--- src/sms_map.svh ---
// Register offsets, reset values, timing figures and fault cause codes.
`ifndef SMS_MAP_SVH
`define SMS_MAP_SVH
`define SMS_ADDR_CTRL     12'h000
`define SMS_ADDR_FAULT    12'h004
`define SMS_ADDR_STATUS   12'h008
`define SMS_CTRL_RST      32'h0000_0101
`define SMS_CTRL_VALID    8
`define SMS_CLK_NS        5
`define SMS_TICK_NS       1_000_000
`define SMS_SYNC_MS       16'd5000
`define SMS_CFG_MS        16'd30000
`define SMS_ACT_MIN_MS    16'd30
`define SMS_ACT_MAX_MS    16'd3000
`define SMS_QUICK_MS      16'd125
`define SMS_SLOW_MS       16'd500
`define SMS_TEST_MS       16'd500
`define SMS_LONG_MS       16'd600
`define SMS_SHORT_MS      16'd200
`define SMS_GAP_MS        16'd300
`define SMS_GROUP_MS      16'd1000
`define SMS_PAUSE_MS      16'd3000
`define SMS_MODE_CFG      4'hC
`define SMS_MODE_MON_MAX  4'h5
`define SMS_MODE_MAX      4'hA
`define SMS_DLY_TAB {16'd30000, 16'd25000, 16'd20000, 16'd15000, \
  16'd12000, 16'd10000, 16'd8500, 16'd5000, 16'd4000, 16'd3000, \
  16'd2500, 16'd2000, 16'd1500, 16'd1000, 16'd500, 16'd0}
`define SMS_F_UV          5'h01
`define SMS_F_OV          5'h02
`define SMS_F_SEL         5'h03
`define SMS_F_XW          5'h0B
`define SMS_F_CFG         5'h11
`define SMS_F_LAST        5'h11
`endif

--- src/sms_pkg.sv ---
// Types shared by the safety monitor status and start logic.
package sms_pkg;
  typedef enum logic [2:0] {
    ST_TEST, ST_IDLE, ST_RUN, ST_DROP, ST_CHANGED, ST_FAULT
  } sms_state_e;
  typedef enum logic [1:0] {
    FL_LONG_ON, FL_LONG_OFF, FL_SHORT_ON, FL_SHORT_OFF
  } sms_flash_e;
endpackage

--- src/sms_top.sv ---
// Two-channel safety monitor: start qualification, outputs and lamps.
//
// Added by the designer: the address map and register access over APB.
`timescale 1ns/1ps
`include "sms_map.svh"
module sms_top import sms_pkg::*; #(
  parameter int TICK_CYCLES = `SMS_TICK_NS / `SMS_CLK_NS
) (
  input  wire logic        pclk,
  input  wire logic        presetn,
  input  wire logic        psel,
  input  wire logic        penable,
  input  wire logic        pwrite,
  input  wire logic [11:0] paddr,
  input  wire logic [31:0] pwdata,
  output logic      [31:0] prdata,
  output logic             pready,
  output logic             pslverr,
  input  wire logic        channel_a_input,
  input  wire logic        channel_b_input,
  input  wire logic        start_button_input,
  input  wire logic        feedback_loop_input,
  input  wire logic        release_input,
  input  wire logic [3:0]  mode_selector,
  input  wire logic [3:0]  time_selector,
  output logic             immediate_output_a,
  output logic             immediate_output_b,
  output logic             delayed_output_a,
  output logic             delayed_output_b,
  output logic             lamp_ready,
  output logic             lamp_chan_a,
  output logic             lamp_chan_b,
  output logic             lamp_imm,
  output logic             lamp_dly,
  output logic             lamp_fault
);
  localparam int TW = $clog2(TICK_CYCLES + 1);
  generate
    if (TICK_CYCLES < 2) begin : g_chk
      $error("TICK_CYCLES must be at least 2");
    end
  endgenerate

  function automatic logic in_set(input logic [3:0] m,
                                  input logic [15:0] set);
    in_set = set[m];
  endfunction
  function automatic logic [15:0] dly_ms(input logic [3:0] s);
    logic [255:0] t;
    t = `SMS_DLY_TAB;
    dly_ms = t[{s, 4'h0} +: 16];
  endfunction
  // Long and short counts per cause; unknown causes give zero.
  function automatic logic [7:0] code_of(input logic [4:0] c);
    case (c)
      5'h01: code_of = 8'h11;
      5'h02: code_of = 8'h12;
      5'h03: code_of = 8'h13;
      5'h04: code_of = 8'h15;
      5'h05: code_of = 8'h17;
      5'h06: code_of = 8'h19;
      5'h07: code_of = 8'h16;
      5'h08: code_of = 8'h18;
      5'h09: code_of = 8'h22;
      5'h0A: code_of = 8'h23;
      5'h0B: code_of = 8'h24;
      5'h0C: code_of = 8'h34;
      5'h0D: code_of = 8'h35;
      5'h0E: code_of = 8'h39;
      5'h0F: code_of = 8'h29;
      5'h10: code_of = 8'h31;
      5'h11: code_of = 8'h68;
      default: code_of = 8'h00;
    endcase
  endfunction

  logic [TW-1:0] tick_cnt_reg;
  logic          tick;
  logic [15:0]   quick_cnt_reg, slow_cnt_reg;
  logic          quick_reg, slow_reg;
  assign tick = (tick_cnt_reg == TW'(TICK_CYCLES - 1));
  always_ff @(posedge pclk or negedge presetn) begin
    if (!presetn) begin
      tick_cnt_reg <= '0;
    end else begin
      tick_cnt_reg <= tick ? '0 : tick_cnt_reg + 1'b1;
    end
  end
  always_ff @(posedge pclk or negedge presetn) begin
    if (!presetn) begin
      quick_cnt_reg <= 16'h0000;
      slow_cnt_reg  <= 16'h0000;
      quick_reg     <= 1'b0;
      slow_reg      <= 1'b0;
    end else if (tick) begin
      quick_cnt_reg <= quick_cnt_reg + 16'h0001;
      slow_cnt_reg  <= slow_cnt_reg + 16'h0001;
      if (quick_cnt_reg == `SMS_QUICK_MS - 16'h0001) begin
        quick_cnt_reg <= 16'h0000;
        quick_reg     <= !quick_reg;
      end
      if (slow_cnt_reg == `SMS_SLOW_MS - 16'h0001) begin
        slow_cnt_reg <= 16'h0000;
        slow_reg     <= !slow_reg;
      end
    end
  end

  sms_state_e  state_reg;
  logic [31:0] ctrl_reg;
  logic [4:0]  fault_reg;
  logic [3:0]  app_mode_reg, app_time_reg;
  logic        moved_reg, sync_err_reg, a_seen_reg, b_seen_reg;
  logic        start_d_reg;
  logic [15:0] tmr_ms_reg, sync_ms_reg, cfg_ms_reg, press_ms_reg;
  logic        mon, xw_en, sync_en, nc_no, mode_ok, a_cl, b_cl;
  logic        ctrl_valid, ready, start_req, mismatch, wait_start;
  logic        press_ok, drop_req;
  logic [4:0]  hw_cause;
  // Positions 1-5 watch the trailing edge, 6-10 start on level.
  assign mon     = (mode_selector >= 4'h1) &&
                   (mode_selector <= `SMS_MODE_MON_MAX);
  assign xw_en   = in_set(mode_selector, 16'h01E6);
  assign sync_en = in_set(mode_selector, 16'h02AA);
  assign nc_no   = in_set(mode_selector, 16'h0060);
  assign mode_ok = (mode_selector >= 4'h1) &&
                   (mode_selector <= `SMS_MODE_MAX);
  assign a_cl    = channel_a_input;
  assign b_cl    = channel_b_input ^ nc_no;
  assign ctrl_valid = ctrl_reg[`SMS_CTRL_VALID];
  assign mismatch = ctrl_valid && ((mode_selector != ctrl_reg[3:0]) ||
                    (time_selector != ctrl_reg[7:4]));
  assign wait_start = (state_reg == ST_IDLE) && a_cl && b_cl &&
                      !sync_err_reg;
  assign ready = wait_start && a_seen_reg && b_seen_reg && ctrl_valid &&
                 mode_ok && feedback_loop_input && release_input;
  assign press_ok = (press_ms_reg >= `SMS_ACT_MIN_MS) &&
                    (press_ms_reg <= `SMS_ACT_MAX_MS);
  assign start_req = mon ?
    (start_d_reg && !start_button_input && press_ok) :
    start_button_input;
  assign drop_req = !(a_cl && b_cl) || !release_input;
  assign hw_cause = (cfg_ms_reg >= `SMS_CFG_MS) ? `SMS_F_CFG :
    (!mode_ok && mode_selector != `SMS_MODE_CFG) ? `SMS_F_SEL : 5'h00;

  always_ff @(posedge pclk or negedge presetn) begin
    if (!presetn) begin
      start_d_reg  <= 1'b0;
      press_ms_reg <= 16'h0000;
      cfg_ms_reg   <= 16'h0000;
    end else begin
      start_d_reg <= start_button_input;
      if (!start_button_input) begin
        press_ms_reg <= 16'h0000;
      end else if (tick && press_ms_reg != 16'hFFFF) begin
        press_ms_reg <= press_ms_reg + 16'h0001;
      end
      if (mode_selector != `SMS_MODE_CFG) begin
        cfg_ms_reg <= 16'h0000;
      end else if (tick && cfg_ms_reg < `SMS_CFG_MS) begin
        cfg_ms_reg <= cfg_ms_reg + 16'h0001;
      end
    end
  end

  // Window runs while exactly one channel is closed.
  always_ff @(posedge pclk or negedge presetn) begin
    if (!presetn) begin
      sync_ms_reg  <= 16'h0000;
      sync_err_reg <= 1'b0;
    end else begin
      if (!a_cl && !b_cl) begin
        sync_err_reg <= 1'b0;
      end else if (sync_en && sync_ms_reg >= `SMS_SYNC_MS) begin
        sync_err_reg <= 1'b1;
      end
      if (a_cl == b_cl) begin
        sync_ms_reg <= 16'h0000;
      end else if (tick && sync_ms_reg < `SMS_SYNC_MS) begin
        sync_ms_reg <= sync_ms_reg + 16'h0001;
      end
    end
  end

  // A restart needs both channels to have opened since the last run.
  always_ff @(posedge pclk or negedge presetn) begin
    if (!presetn) begin
      a_seen_reg <= 1'b1;
      b_seen_reg <= 1'b1;
    end else if (state_reg == ST_IDLE && ready && start_req) begin
      a_seen_reg <= 1'b0;
      b_seen_reg <= 1'b0;
    end else begin
      a_seen_reg <= a_seen_reg || !a_cl;
      b_seen_reg <= b_seen_reg || !b_cl;
    end
  end

  // First fault wins and stays until power is cycled.
  always_ff @(posedge pclk or negedge presetn) begin
    if (!presetn) begin
      fault_reg <= 5'h00;
    end else if (fault_reg == 5'h00) begin
      if (hw_cause != 5'h00) begin
        fault_reg <= hw_cause;
      end else if (psel && penable && pwrite &&
                   paddr == `SMS_ADDR_FAULT &&
                   pwdata[4:0] != 5'h00 && pwdata[4:0] <= `SMS_F_LAST &&
                   (pwdata[4:0] != `SMS_F_XW || xw_en)) begin
        fault_reg <= pwdata[4:0];
      end
    end
  end

  always_ff @(posedge pclk or negedge presetn) begin
    if (!presetn) begin
      state_reg    <= ST_TEST;
      tmr_ms_reg   <= 16'h0000;
      moved_reg    <= 1'b0;
      app_mode_reg <= 4'h0;
      app_time_reg <= 4'h0;
    end else begin
      if (tick && tmr_ms_reg != 16'hFFFF) begin
        tmr_ms_reg <= tmr_ms_reg + 16'h0001;
      end
      case (state_reg)
        ST_TEST: begin
          app_mode_reg <= mode_selector;
          app_time_reg <= time_selector;
          if (tmr_ms_reg >= `SMS_TEST_MS) begin
            state_reg <= mismatch ? ST_CHANGED : ST_IDLE;
          end
        end
        ST_IDLE: begin
          if (ready && start_req) begin
            state_reg <= ST_RUN;
          end
        end
        ST_RUN: begin
          tmr_ms_reg <= 16'h0000;
          if (drop_req) begin
            state_reg <= (dly_ms(app_time_reg) == 16'h0000) ?
                         ST_IDLE : ST_DROP;
          end
        end
        ST_DROP: begin
          if (tmr_ms_reg >= dly_ms(app_time_reg)) begin
            state_reg <= ST_IDLE;
          end
        end
        ST_CHANGED, ST_FAULT: begin
          state_reg <= state_reg;
        end
        default: begin
          state_reg <= ST_FAULT;
        end
      endcase
      if (state_reg != ST_TEST && state_reg != ST_FAULT) begin
        if (fault_reg != 5'h00) begin
          state_reg <= ST_FAULT;
        end else if (state_reg != ST_CHANGED && mode_ok &&
                     (mode_selector != app_mode_reg ||
                      time_selector != app_time_reg)) begin
          state_reg <= ST_CHANGED;
          moved_reg <= 1'b1;
        end
      end
    end
  end

  sms_flash_e fl_state_reg;
  logic [3:0] fl_cnt_reg;
  logic [15:0] fl_ms_reg, fl_dur;
  logic [3:0] n_long, n_short;
  logic       fl_last;
  logic [7:0] fl_code;
  assign fl_code = code_of(fault_reg);
  assign n_long  = fl_code[7:4];
  assign n_short = fl_code[3:0];
  always_comb begin
    fl_last = 1'b0;
    fl_dur  = `SMS_GAP_MS;
    case (fl_state_reg)
      FL_LONG_ON:   fl_dur = `SMS_LONG_MS;
      FL_SHORT_ON:  fl_dur = `SMS_SHORT_MS;
      FL_LONG_OFF: begin
        fl_last = (fl_cnt_reg + 4'h1 == n_long);
        fl_dur  = fl_last ? `SMS_GROUP_MS : `SMS_GAP_MS;
      end
      FL_SHORT_OFF: begin
        fl_last = (fl_cnt_reg + 4'h1 == n_short);
        fl_dur  = fl_last ? `SMS_PAUSE_MS : `SMS_GAP_MS;
      end
      default: fl_dur = `SMS_GAP_MS;
    endcase
  end
  always_ff @(posedge pclk or negedge presetn) begin
    if (!presetn) begin
      fl_state_reg <= FL_LONG_ON;
      fl_cnt_reg   <= 4'h0;
      fl_ms_reg    <= 16'h0000;
    end else if (state_reg != ST_FAULT) begin
      fl_state_reg <= FL_LONG_ON;
      fl_cnt_reg   <= 4'h0;
      fl_ms_reg    <= 16'h0000;
    end else if (tick) begin
      fl_ms_reg <= fl_ms_reg + 16'h0001;
      if (fl_ms_reg + 16'h0001 >= fl_dur) begin
        fl_ms_reg <= 16'h0000;
        case (fl_state_reg)
          FL_LONG_ON:  fl_state_reg <= FL_LONG_OFF;
          FL_SHORT_ON: fl_state_reg <= FL_SHORT_OFF;
          FL_LONG_OFF: begin
            fl_cnt_reg   <= fl_last ? 4'h0 : fl_cnt_reg + 4'h1;
            fl_state_reg <= fl_last ? FL_SHORT_ON : FL_LONG_ON;
          end
          default: begin
            fl_cnt_reg   <= fl_last ? 4'h0 : fl_cnt_reg + 4'h1;
            fl_state_reg <= fl_last ? FL_LONG_ON : FL_SHORT_ON;
          end
        endcase
      end
    end
  end

  logic run_on, dly_on;
  logic [5:0] lamps_next;  // ready, a, b, imm, dly, fault
  assign run_on = (state_reg == ST_RUN);
  assign dly_on = run_on || (state_reg == ST_DROP);
  always_comb begin
    case (state_reg)
      ST_TEST:    lamps_next = 6'h3F;
      ST_CHANGED: lamps_next = moved_reg ?
        {1'b0, {5{quick_reg}}} :
        {{5{quick_reg}}, 1'b0};
      ST_FAULT:   lamps_next = {5'h00,
        fl_state_reg == FL_LONG_ON || fl_state_reg == FL_SHORT_ON};
      default: begin
        lamps_next[5] = ctrl_valid ? 1'b1 : slow_reg;
        lamps_next[4] = sync_err_reg ? quick_reg :
          (!b_seen_reg && !dly_on) ? slow_reg : a_cl;
        lamps_next[3] = sync_err_reg ? quick_reg :
          (!a_seen_reg && !dly_on) ? slow_reg : b_cl;
        lamps_next[2] = run_on ? 1'b1 : !release_input ? quick_reg :
          (wait_start || !feedback_loop_input) ? slow_reg :
          1'b0;
        lamps_next[1] = dly_on ? 1'b1 : !release_input ? quick_reg :
          (wait_start || !feedback_loop_input) ? slow_reg :
          1'b0;
        lamps_next[0] = 1'b0;
      end
    endcase
  end
  always_ff @(posedge pclk or negedge presetn) begin
    if (!presetn) begin
      {lamp_ready, lamp_chan_a, lamp_chan_b} <= 3'h0;
      {lamp_imm, lamp_dly, lamp_fault}       <= 3'h0;
      immediate_output_a <= 1'b0;
      immediate_output_b <= 1'b0;
      delayed_output_a   <= 1'b0;
      delayed_output_b   <= 1'b0;
    end else begin
      {lamp_ready, lamp_chan_a, lamp_chan_b,
       lamp_imm, lamp_dly, lamp_fault} <= lamps_next;
      immediate_output_a <= run_on;
      immediate_output_b <= run_on;
      delayed_output_a   <= dly_on;
      delayed_output_b   <= dly_on;
    end
  end

  // Read data is captured in the setup phase so no wait state is needed.
  logic err_reg;
  always_ff @(posedge pclk or negedge presetn) begin
    if (!presetn) begin
      ctrl_reg <= `SMS_CTRL_RST;
      prdata   <= 32'h0000_0000;
      err_reg  <= 1'b0;
    end else begin
      if (psel && penable && pwrite && paddr == `SMS_ADDR_CTRL) begin
        ctrl_reg <= {23'h00_0000, pwdata[8:0]};
      end
      if (psel && !penable) begin
        err_reg <= 1'b0;
        prdata  <= 32'h0000_0000;
        case (paddr)
          `SMS_ADDR_CTRL:   prdata <= ctrl_reg;
          `SMS_ADDR_FAULT:  prdata <= {27'h000_0000, fault_reg};
          `SMS_ADDR_STATUS: prdata <= {18'h0_0000, lamps_next,
            moved_reg, sync_err_reg, dly_on, run_on, 1'b0, state_reg};
          default:          err_reg <= 1'b1;
        endcase
      end
    end
  end
  assign pready  = 1'b1;
  assign pslverr = psel && penable && err_reg;
endmodule

--- config.mk ---
export PLATFORM = sky130hd
export DESIGN_NAME = sms_top
export DESIGN_NICKNAME = d
export VERILOG_FILES = /design/src/sms_pkg.sv /design/src/sms_top.sv
export VERILOG_INCLUDE_DIRS = /design/src
export SDC_FILE = /design/constraint.sdc
export NUM_CORES = 1
export LEC_CHECK = 0
export BUFFER_PORTS_ARGS = -buffer_cell sky130_fd_sc_hd__buf_2
export CORE_AREA = 2 2 216 218
export DETAILED_ROUTE_END_ITERATION = 12
export DIE_AREA = 0 0 218 220
export GPL_TIMING_DRIVEN = 0
export PLACE_DENSITY = 0.39
export SYNTH_ARGS = -nofsm -noshare
export SYNTH_HDL_FRONTEND = slang
export SYNTH_SLANG_ARGS = --single-unit
--- constraint.sdc ---
create_clock -name pclk -period 8.45 [get_ports pclk]
set_clock_uncertainty 0.15 [all_clocks]
set_input_delay 0.845 -clock pclk [delete_from_list [all_inputs] [get_ports pclk]]
set_output_delay 0.845 -clock pclk [all_outputs]
set_load 0.005 [all_outputs]
==> results_dict.tcl, run 1 <==
set metrics [dict create \
    syn_area_per_cell_um2 9.423 \
    die_w_um 218 \
    cp-end-kind "flip-flop" \
    routed_via_density 4.565 \
    status "finished clean" \
    dpl.hpwl_um 21720 \
    synth_compound_area_share_pct 12.37 \
    synth_ff_type "dfrtp_1" \
    post-cts-setup-buffers 0 \
    wl_per_cell_um 15.45 \
    synth_top_family_by_area "simple AND/OR/NAND/NOR gates" \
    grt_pass1_vias 8576 \
    seq_area_frac_synth_pct 42.21 \
    synthXorXnorAreaFrac_pct 9.194 \
    synth_area_leader_cell "dfrtp_1" \
    drv_slew 0 \
    track_usage_pct 12.86 \
    slowest_stage "o311ai_1" \
    dieHeight_um 220 \
    p_leak_nw 5.835 \
    ctsHoldBuffers 0 \
    design_area_um2 13130 \
    r2r_start "fault_reg[1]" \
    tightestPinTransition_ns 1.319 \
    area_delta_synth_final_pct 15.82 \
    layout-drive-gt1-share_pct 11.85 \
    power.density_nw_per_um2 168.6 \
    cap_violations 0 \
    critical_path.max_fanout 11 \
    rsz0062_at_grt "no" \
    yosysMostFrequentCell "dfrtp_1" \
    post_cts_resized 0 \
    cts_tree "built" \
    port_buffers 63 \
    hold_class "input pin to async pin" \
    rows 79 \
    clock_sinks 191 \
    final_hold_viol_count 0 \
    grt_start_max_net_pins 106 \
    clock_latency_ns 0.46 \
    dr.pass1.iters 6 \
    crit_path_start "fault_reg[1]" \
    ys_warn_count 0 \
    fin_crit_ns 5.235 \
    crit_chain "inv_1 > ha_1 > nor4bb_1 > a31oi_1 > and3_1 > nor3_1 > nand4_1 > o21a_1 > ha_1 > nand4_1 > a21oi_1 > a221oi_1 > o311ai_1 > nor2_1 > clkbuf_1 > o31ai_1 > o41ai_1" \
    crit_family "compound AO/OA/AOI/OAI gates" \
    vdd_ir_drop_max_uv 82.05 \
    ys_seq_elements 191 \
    synth_mux_area_share_pct 3.289 \
    yosys.area_share.simple_pct 23.15 \
    root_buffer "clkbuf_16" \
    synthTopCellsByCount "187 x dfrtp_1, 124 x nand2_1, 96 x nor2_1" \
    cts_buffers 17 \
    grt_antenna_before_repair 3 \
    synth_fa_ha_area_share_pct 5.960 \
    netlist_area_um2 11340 \
    yosysUniqueCellTypes 70 \
    overflow 0 \
    largest_reg_flops 18 \
    fin_crit_sh_pct 61.95 \
    drt-initial-drc-count 417 \
    placed_cell_area_um2 12510 \
    ant_nets 0 \
    synth-async-reset-ratio_pct 100.0 \
    syn-instance-count 1203 \
    drc 0 \
    totalPowerFinal_w 0.002214 \
    htree_levels 4 \
    start_kind "flip-flop" \
    critPathMaxStageDelay_ns 0.81 \
    io_pins 106 \
    crit_buf_inv 2 \
    setup_viol 0 \
    max_slew_margin_pct 9.771 \
    clk_pin_slew_ns 0.08 \
    crit_required_ns 8.61 \
    path_class "flip-flop to flip-flop" \
    wl_um 29740 \
    grt_pass1_wl_um 48390 \
    routabilityCongestion 0.7385 \
    fp.coreArea_um2 45860 \
    critPathArrivalTime_ns 5.40 \
    fmax_mhz 191.0 \
    vias 8788 \
    tns_ns 0 \
    die-area_um2 47960 \
    synth_edf_count 0 \
    synthTopCellsByArea "dfrtp_1 41%, ha_1 6.0%, xor2_1 4.9%" \
    nets 1419 \
    yosysTopAreaCellShare_pct 41.28 \
    clock_path_buffers 2 \
    initial_core_util_pct 24.72 \
]
-- cells by family after synthesis --
group	count (synthesis)
AND/OR/NAND/NOR	504
other	2
XOR/XNOR	119
buffers and inverters	92
AO/OA/AOI/OAI	207
adder cells (fa/ha/maj)	54
flip-flops	191
multiplexers	34
-- per-layer routing --
| metal | global-route usage (%) | share of wire (%) | up-vias |
|---|---|---|---|
| met5 | 0 | 0.044 | - |
| met4 | 3.719 | 1.4 | 2 |
| met3 | 2.540 | 2.4 | 22 |
| met2 | 19.74 | 45 | 87 |
| met1 | 18.21 | 52 | 4254 |
| li1 | - | - | 4423 |
-- area by class of cell --
type | count | area [um2]
clock buffers | 18 | 439.2
well taps | 607 | 759.5
clock inverters | 14 | 172.7
inverters | 40 | 150.1
fillers | 4880 | 32740
diodes | 2 | 5.005
plain buffers | 52 | 276.5
flip-flops and latches | 191 | 4785
multi-input cells | 937 | 6188
repair buffers | 64 | 352.8
-- cell usage in the layout (no fill, tap or decap), drive strengths merged, types with 19 or more instances in the layout --
| cell type | n |
|---|---|
| dfrtp | 187 |
| nand2 | 124 |
| nor2 | 96 |
| buf | 91 |
| o21ai | 64 |
| xor2 | 63 |
| nand3 | 57 |
| xnor2 | 56 |
| ha | 54 |
| inv | 46 |
| clkbuf | 43 |
| and2 | 33 |
| a21oi | 31 |
| and3 | 27 |
| nand4 | 26 |
| nor3 | 25 |
| nor2b | 22 |
| nor4 | 21 |
| conb | 19 |
-- metrics by stage --
step	setup WS (ns)	utilization [%]	hold WS, ns	cells
floorplan	4.344	-	0.2961	1220
global placement	2.750	27.20	0.3133	1890
detailed placement	3.312	27.28	0.3185	1891
CTS	3.250	28.61	0.2586	1923
global route	2.801	28.61	0.2691	1923
finish	3.215	28.63	0.2245	1925
-- power breakdown --
group          switching, W  total, W  internal [W]
sequential        0.0000370  0.000978      0.000941
clock              0.000409  0.000865      0.000457
combinational      0.000232  0.000371      0.000139
-- path summary, 6_finish.rpt --
path	end	slack, ns	depth (start not counted)
max	fl_state_reg[1]	3.21	17
min	tick_cnt_reg[10]	0.22	1
max reg2reg	fl_state_reg[1]	3.21	17
min reg2reg	quick_cnt_reg[15]	0.33	1
max in group asynchronous	fl_cnt_reg[2]	6.92	2
min in group pclk	quick_cnt_reg[15]	0.33	1
(Power assumes the default switching activity.)
==> inputs of run 2 (changes only) <==
- ABC_AREA: unset -> 1
- CORE_AREA: 2 2 216 218 -> 2 2 224 226
- DIE_AREA: 0 0 218 220 -> 0 0 226 228
- PLACE_DENSITY: 0.39 -> 0.4
- clock period: 8.45 -> 4.3 ns (I/O delays scaled with it)
==> results_dict.tcl, run 2 <==
set metrics [dict create \
    wl_um 34290 \
    synth_area_leader_cell "dfrtp_1" \
    status "finished clean" \
    root_buffer "clkbuf_16" \
    vias 10770 \
    rrSetupSlack_ns 0.55 \
    yosysTopAreaCellShare_pct 38.45 \
    largest_reg_flops 18 \
    post_cts_resized 0 \
    routed_via_density 4.475 \
    vdd_ir_drop_max_uv 271.1 \
    track_usage_pct 13.91 \
    die-area_um2 51530 \
    synth_edf_count 0 \
    synthTopCellsByCount "328 x nand2_1, 239 x inv_1, 187 x dfrtp_1" \
    wl_per_cell_um 14.25 \
    io_pins 106 \
    cts_buffers 17 \
    dr.pass1.iters 5 \
    synthTopCellsByArea "dfrtp_1 38%, nand2_1 10%, inv_1 7.4%" \
    clock_path_buffers 2 \
    design_area_um2 13990 \
    final_hold_viol_count 0 \
    ff2ff_path_depth 27 \
    htree_levels 4 \
    tightestPinTransition_ns 0.7975 \
    fin_crit_ns 3.751 \
    yosysUniqueCellTypes 53 \
    cts_tree "built" \
    ant_nets 0 \
    yosysMostFrequentCell "nand2_1" \
    cp-end-kind "flip-flop" \
    initial_core_util_pct 24.66 \
    routabilityCongestion 0.8416 \
    ys_warn_count 0 \
    syn-instance-count 1620 \
    fillers 5461 \
    grt_pass1_wl_um 56490 \
    synth-async-reset-ratio_pct 100.0 \
    diodes 0 \
    r2r_start "fault_reg[1]" \
    finalCoreUtilization_pct 28.35 \
    grt_start_max_net_pins 102 \
    port_buffers 61 \
    reg2reg_to "fl_cnt_reg[3]" \
    setup_viol 0 \
    setup_ws_ns 0.5485 \
    post-cts-setup-buffers 0 \
    max_slew_margin_pct 46.59 \
    seq_area_frac_synth_pct 39.31 \
    fp.coreArea_um2 49350 \
    clk_pin_slew_ns 0.07 \
    layout-drive-gt1-share_pct 9.977 \
    grt_pass1_vias 10490 \
    power.density_nw_per_um2 251.3 \
    placed_cell_area_um2 13420 \
    p_leak_nw 6.497 \
    synth_ff_type "dfrtp_1" \
    dp_slack_ns 0.5384 \
    crit_required_ns 4.52 \
    ys_seq_elements 191 \
    clock_sinks 191 \
    clock_latency_ns 0.48 \
    worstHoldStart "pwdata[6]" \
    layout_commonest_cell "nand2_1" \
    critPathArrivalTime_ns 3.97 \
    area_delta_synth_final_pct 14.94 \
    tns_ns 0 \
    nets 1837 \
    hold_class "input pin to flip-flop" \
    syn_area_per_cell_um2 7.513 \
    totalPowerFinal_w 0.003515 \
    fin_crit_sh_pct 87.24 \
    dieHeight_um 228 \
    worstHoldEndpoint "ctrl_reg[6]" \
    most-common-layout-cells "328 x nand2_1, 239 x inv_1, 187 x dfrtp_1" \
    rsz0062_at_grt "no" \
    netlist_area_um2 12170 \
    overflow 0 \
    rows 82 \
    grt_antenna_before_repair 4 \
    worstHoldPathCells 2 \
    path_class "flip-flop to flip-flop" \
    start_kind "flip-flop" \
    dpl.hpwl_um 26190 \
    drc 0 \
    drt-initial-drc-count 691 \
    cap_violations 0 \
    drv_slew 0 \
    die_w_um 226 \
    critical_path.max_fanout 9 \
    fmax_mhz 266.6 \
]
==> run 2: report_power, final <==
group          switching, W  leakage, nW  internal, W
Sequential      0.000000371         2.56      0.00180
Clock              0.000800        0.258     0.000752
Combinational      0.000116         3.68    0.0000512
==> run 2: cell families after synthesis <==
logic type | synth area share (%)
and+or+nand+nor | 28.01
DFF | 39.31
AOI/OAI and AO/OA | 11.82
xor gates and xnor gates | 4.677
muxes | 0.4625
adders and majority gates | 5.551
other | 0.06170
buffers and inverters | 10.10
==> run 2: how the worst max path moves through the flow <==
| stage | start | slack, ns | to |
|---|---|---|---|
| floorplan | fault_reg[0] | 1.19 | fl_cnt_reg[0] |
| global placement | presetn | -1.07 | fl_ms_reg[13] |
| detailed placement | fault_reg[1] | 0.54 | fl_cnt_reg[1] |
| CTS | fault_reg[1] | 0.51 | fl_cnt_reg[1] |
| global route | fault_reg[0] | 0.07 | fl_cnt_reg[1] |
| finish | fault_reg[1] | 0.55 | fl_cnt_reg[3] |
==> run 2: timing repair <==
item	4_1_cts	5_1_grt
setup endpoints to repair	0	0
endpoints found under the hold margin	92	0
hold buffers	3	0
==> run 2: cell type report <==
| class | count | area, um2 | share of cell area, % |
|---|---|---|---|
| timing repair buffer | 65 | 372.9 | 2.665 |
| tap | 672 | 840.8 | 6.010 |
| buffer | 51 | 305.3 | 2.182 |
| clock inverter | 13 | 107.6 | 0.7692 |
| sequential | 191 | 4785 | 34.20 |
| inverter | 245 | 924.6 | 6.609 |
| clock buffer | 19 | 432.9 | 3.095 |
| multi-input combinational | 1150 | 6221 | 44.47 |
==> run 2: stage by stage <==
step                hold slack, ns  instances
global placement            0.3193       2370
floorplan                 -0.01559       1637
detailed placement          0.3213       2371
global route               0.03317       2406
CTS                        0.01936       2406
finish                     0.05548       2406
==> run 2: critical path, stage by stage, from the launching register on <==
cell and delay, ns:
dfrtp_1 0.53, inv_1 0.14, ha_1 0.29, nand2_1 0.05, o21ai_0 0.15, nand2_1 0.08
nand2_1 0.07, nand3_1 0.08, nor2_1 0.16, nand3_1 0.23, o21ai_0 0.19, inv_1 0.07
ha_1 0.27, inv_1 0.03, a21oi_1 0.12, nand3_1 0.09, nand2_1 0.07, nand2_1 0.04
nand2_1 0.05, nand2_1 0.04, nand2_1 0.05, nand2_1 0.04, nand2_1 0.05, nand2_1 0.05
nand2_2 0.18, nand3_1 0.20, nand2_1 0.10, nand2_1 0.05
==> run 2: routing by layer <==
layer,share of wire (%),track usage (%),vias up
li1,-,-,5511
met1,50,19.32,5048
met2,44,21.40,158
met3,3.9,3.246,42
met4,1.5,4.118,8
met5,0.17,0,-
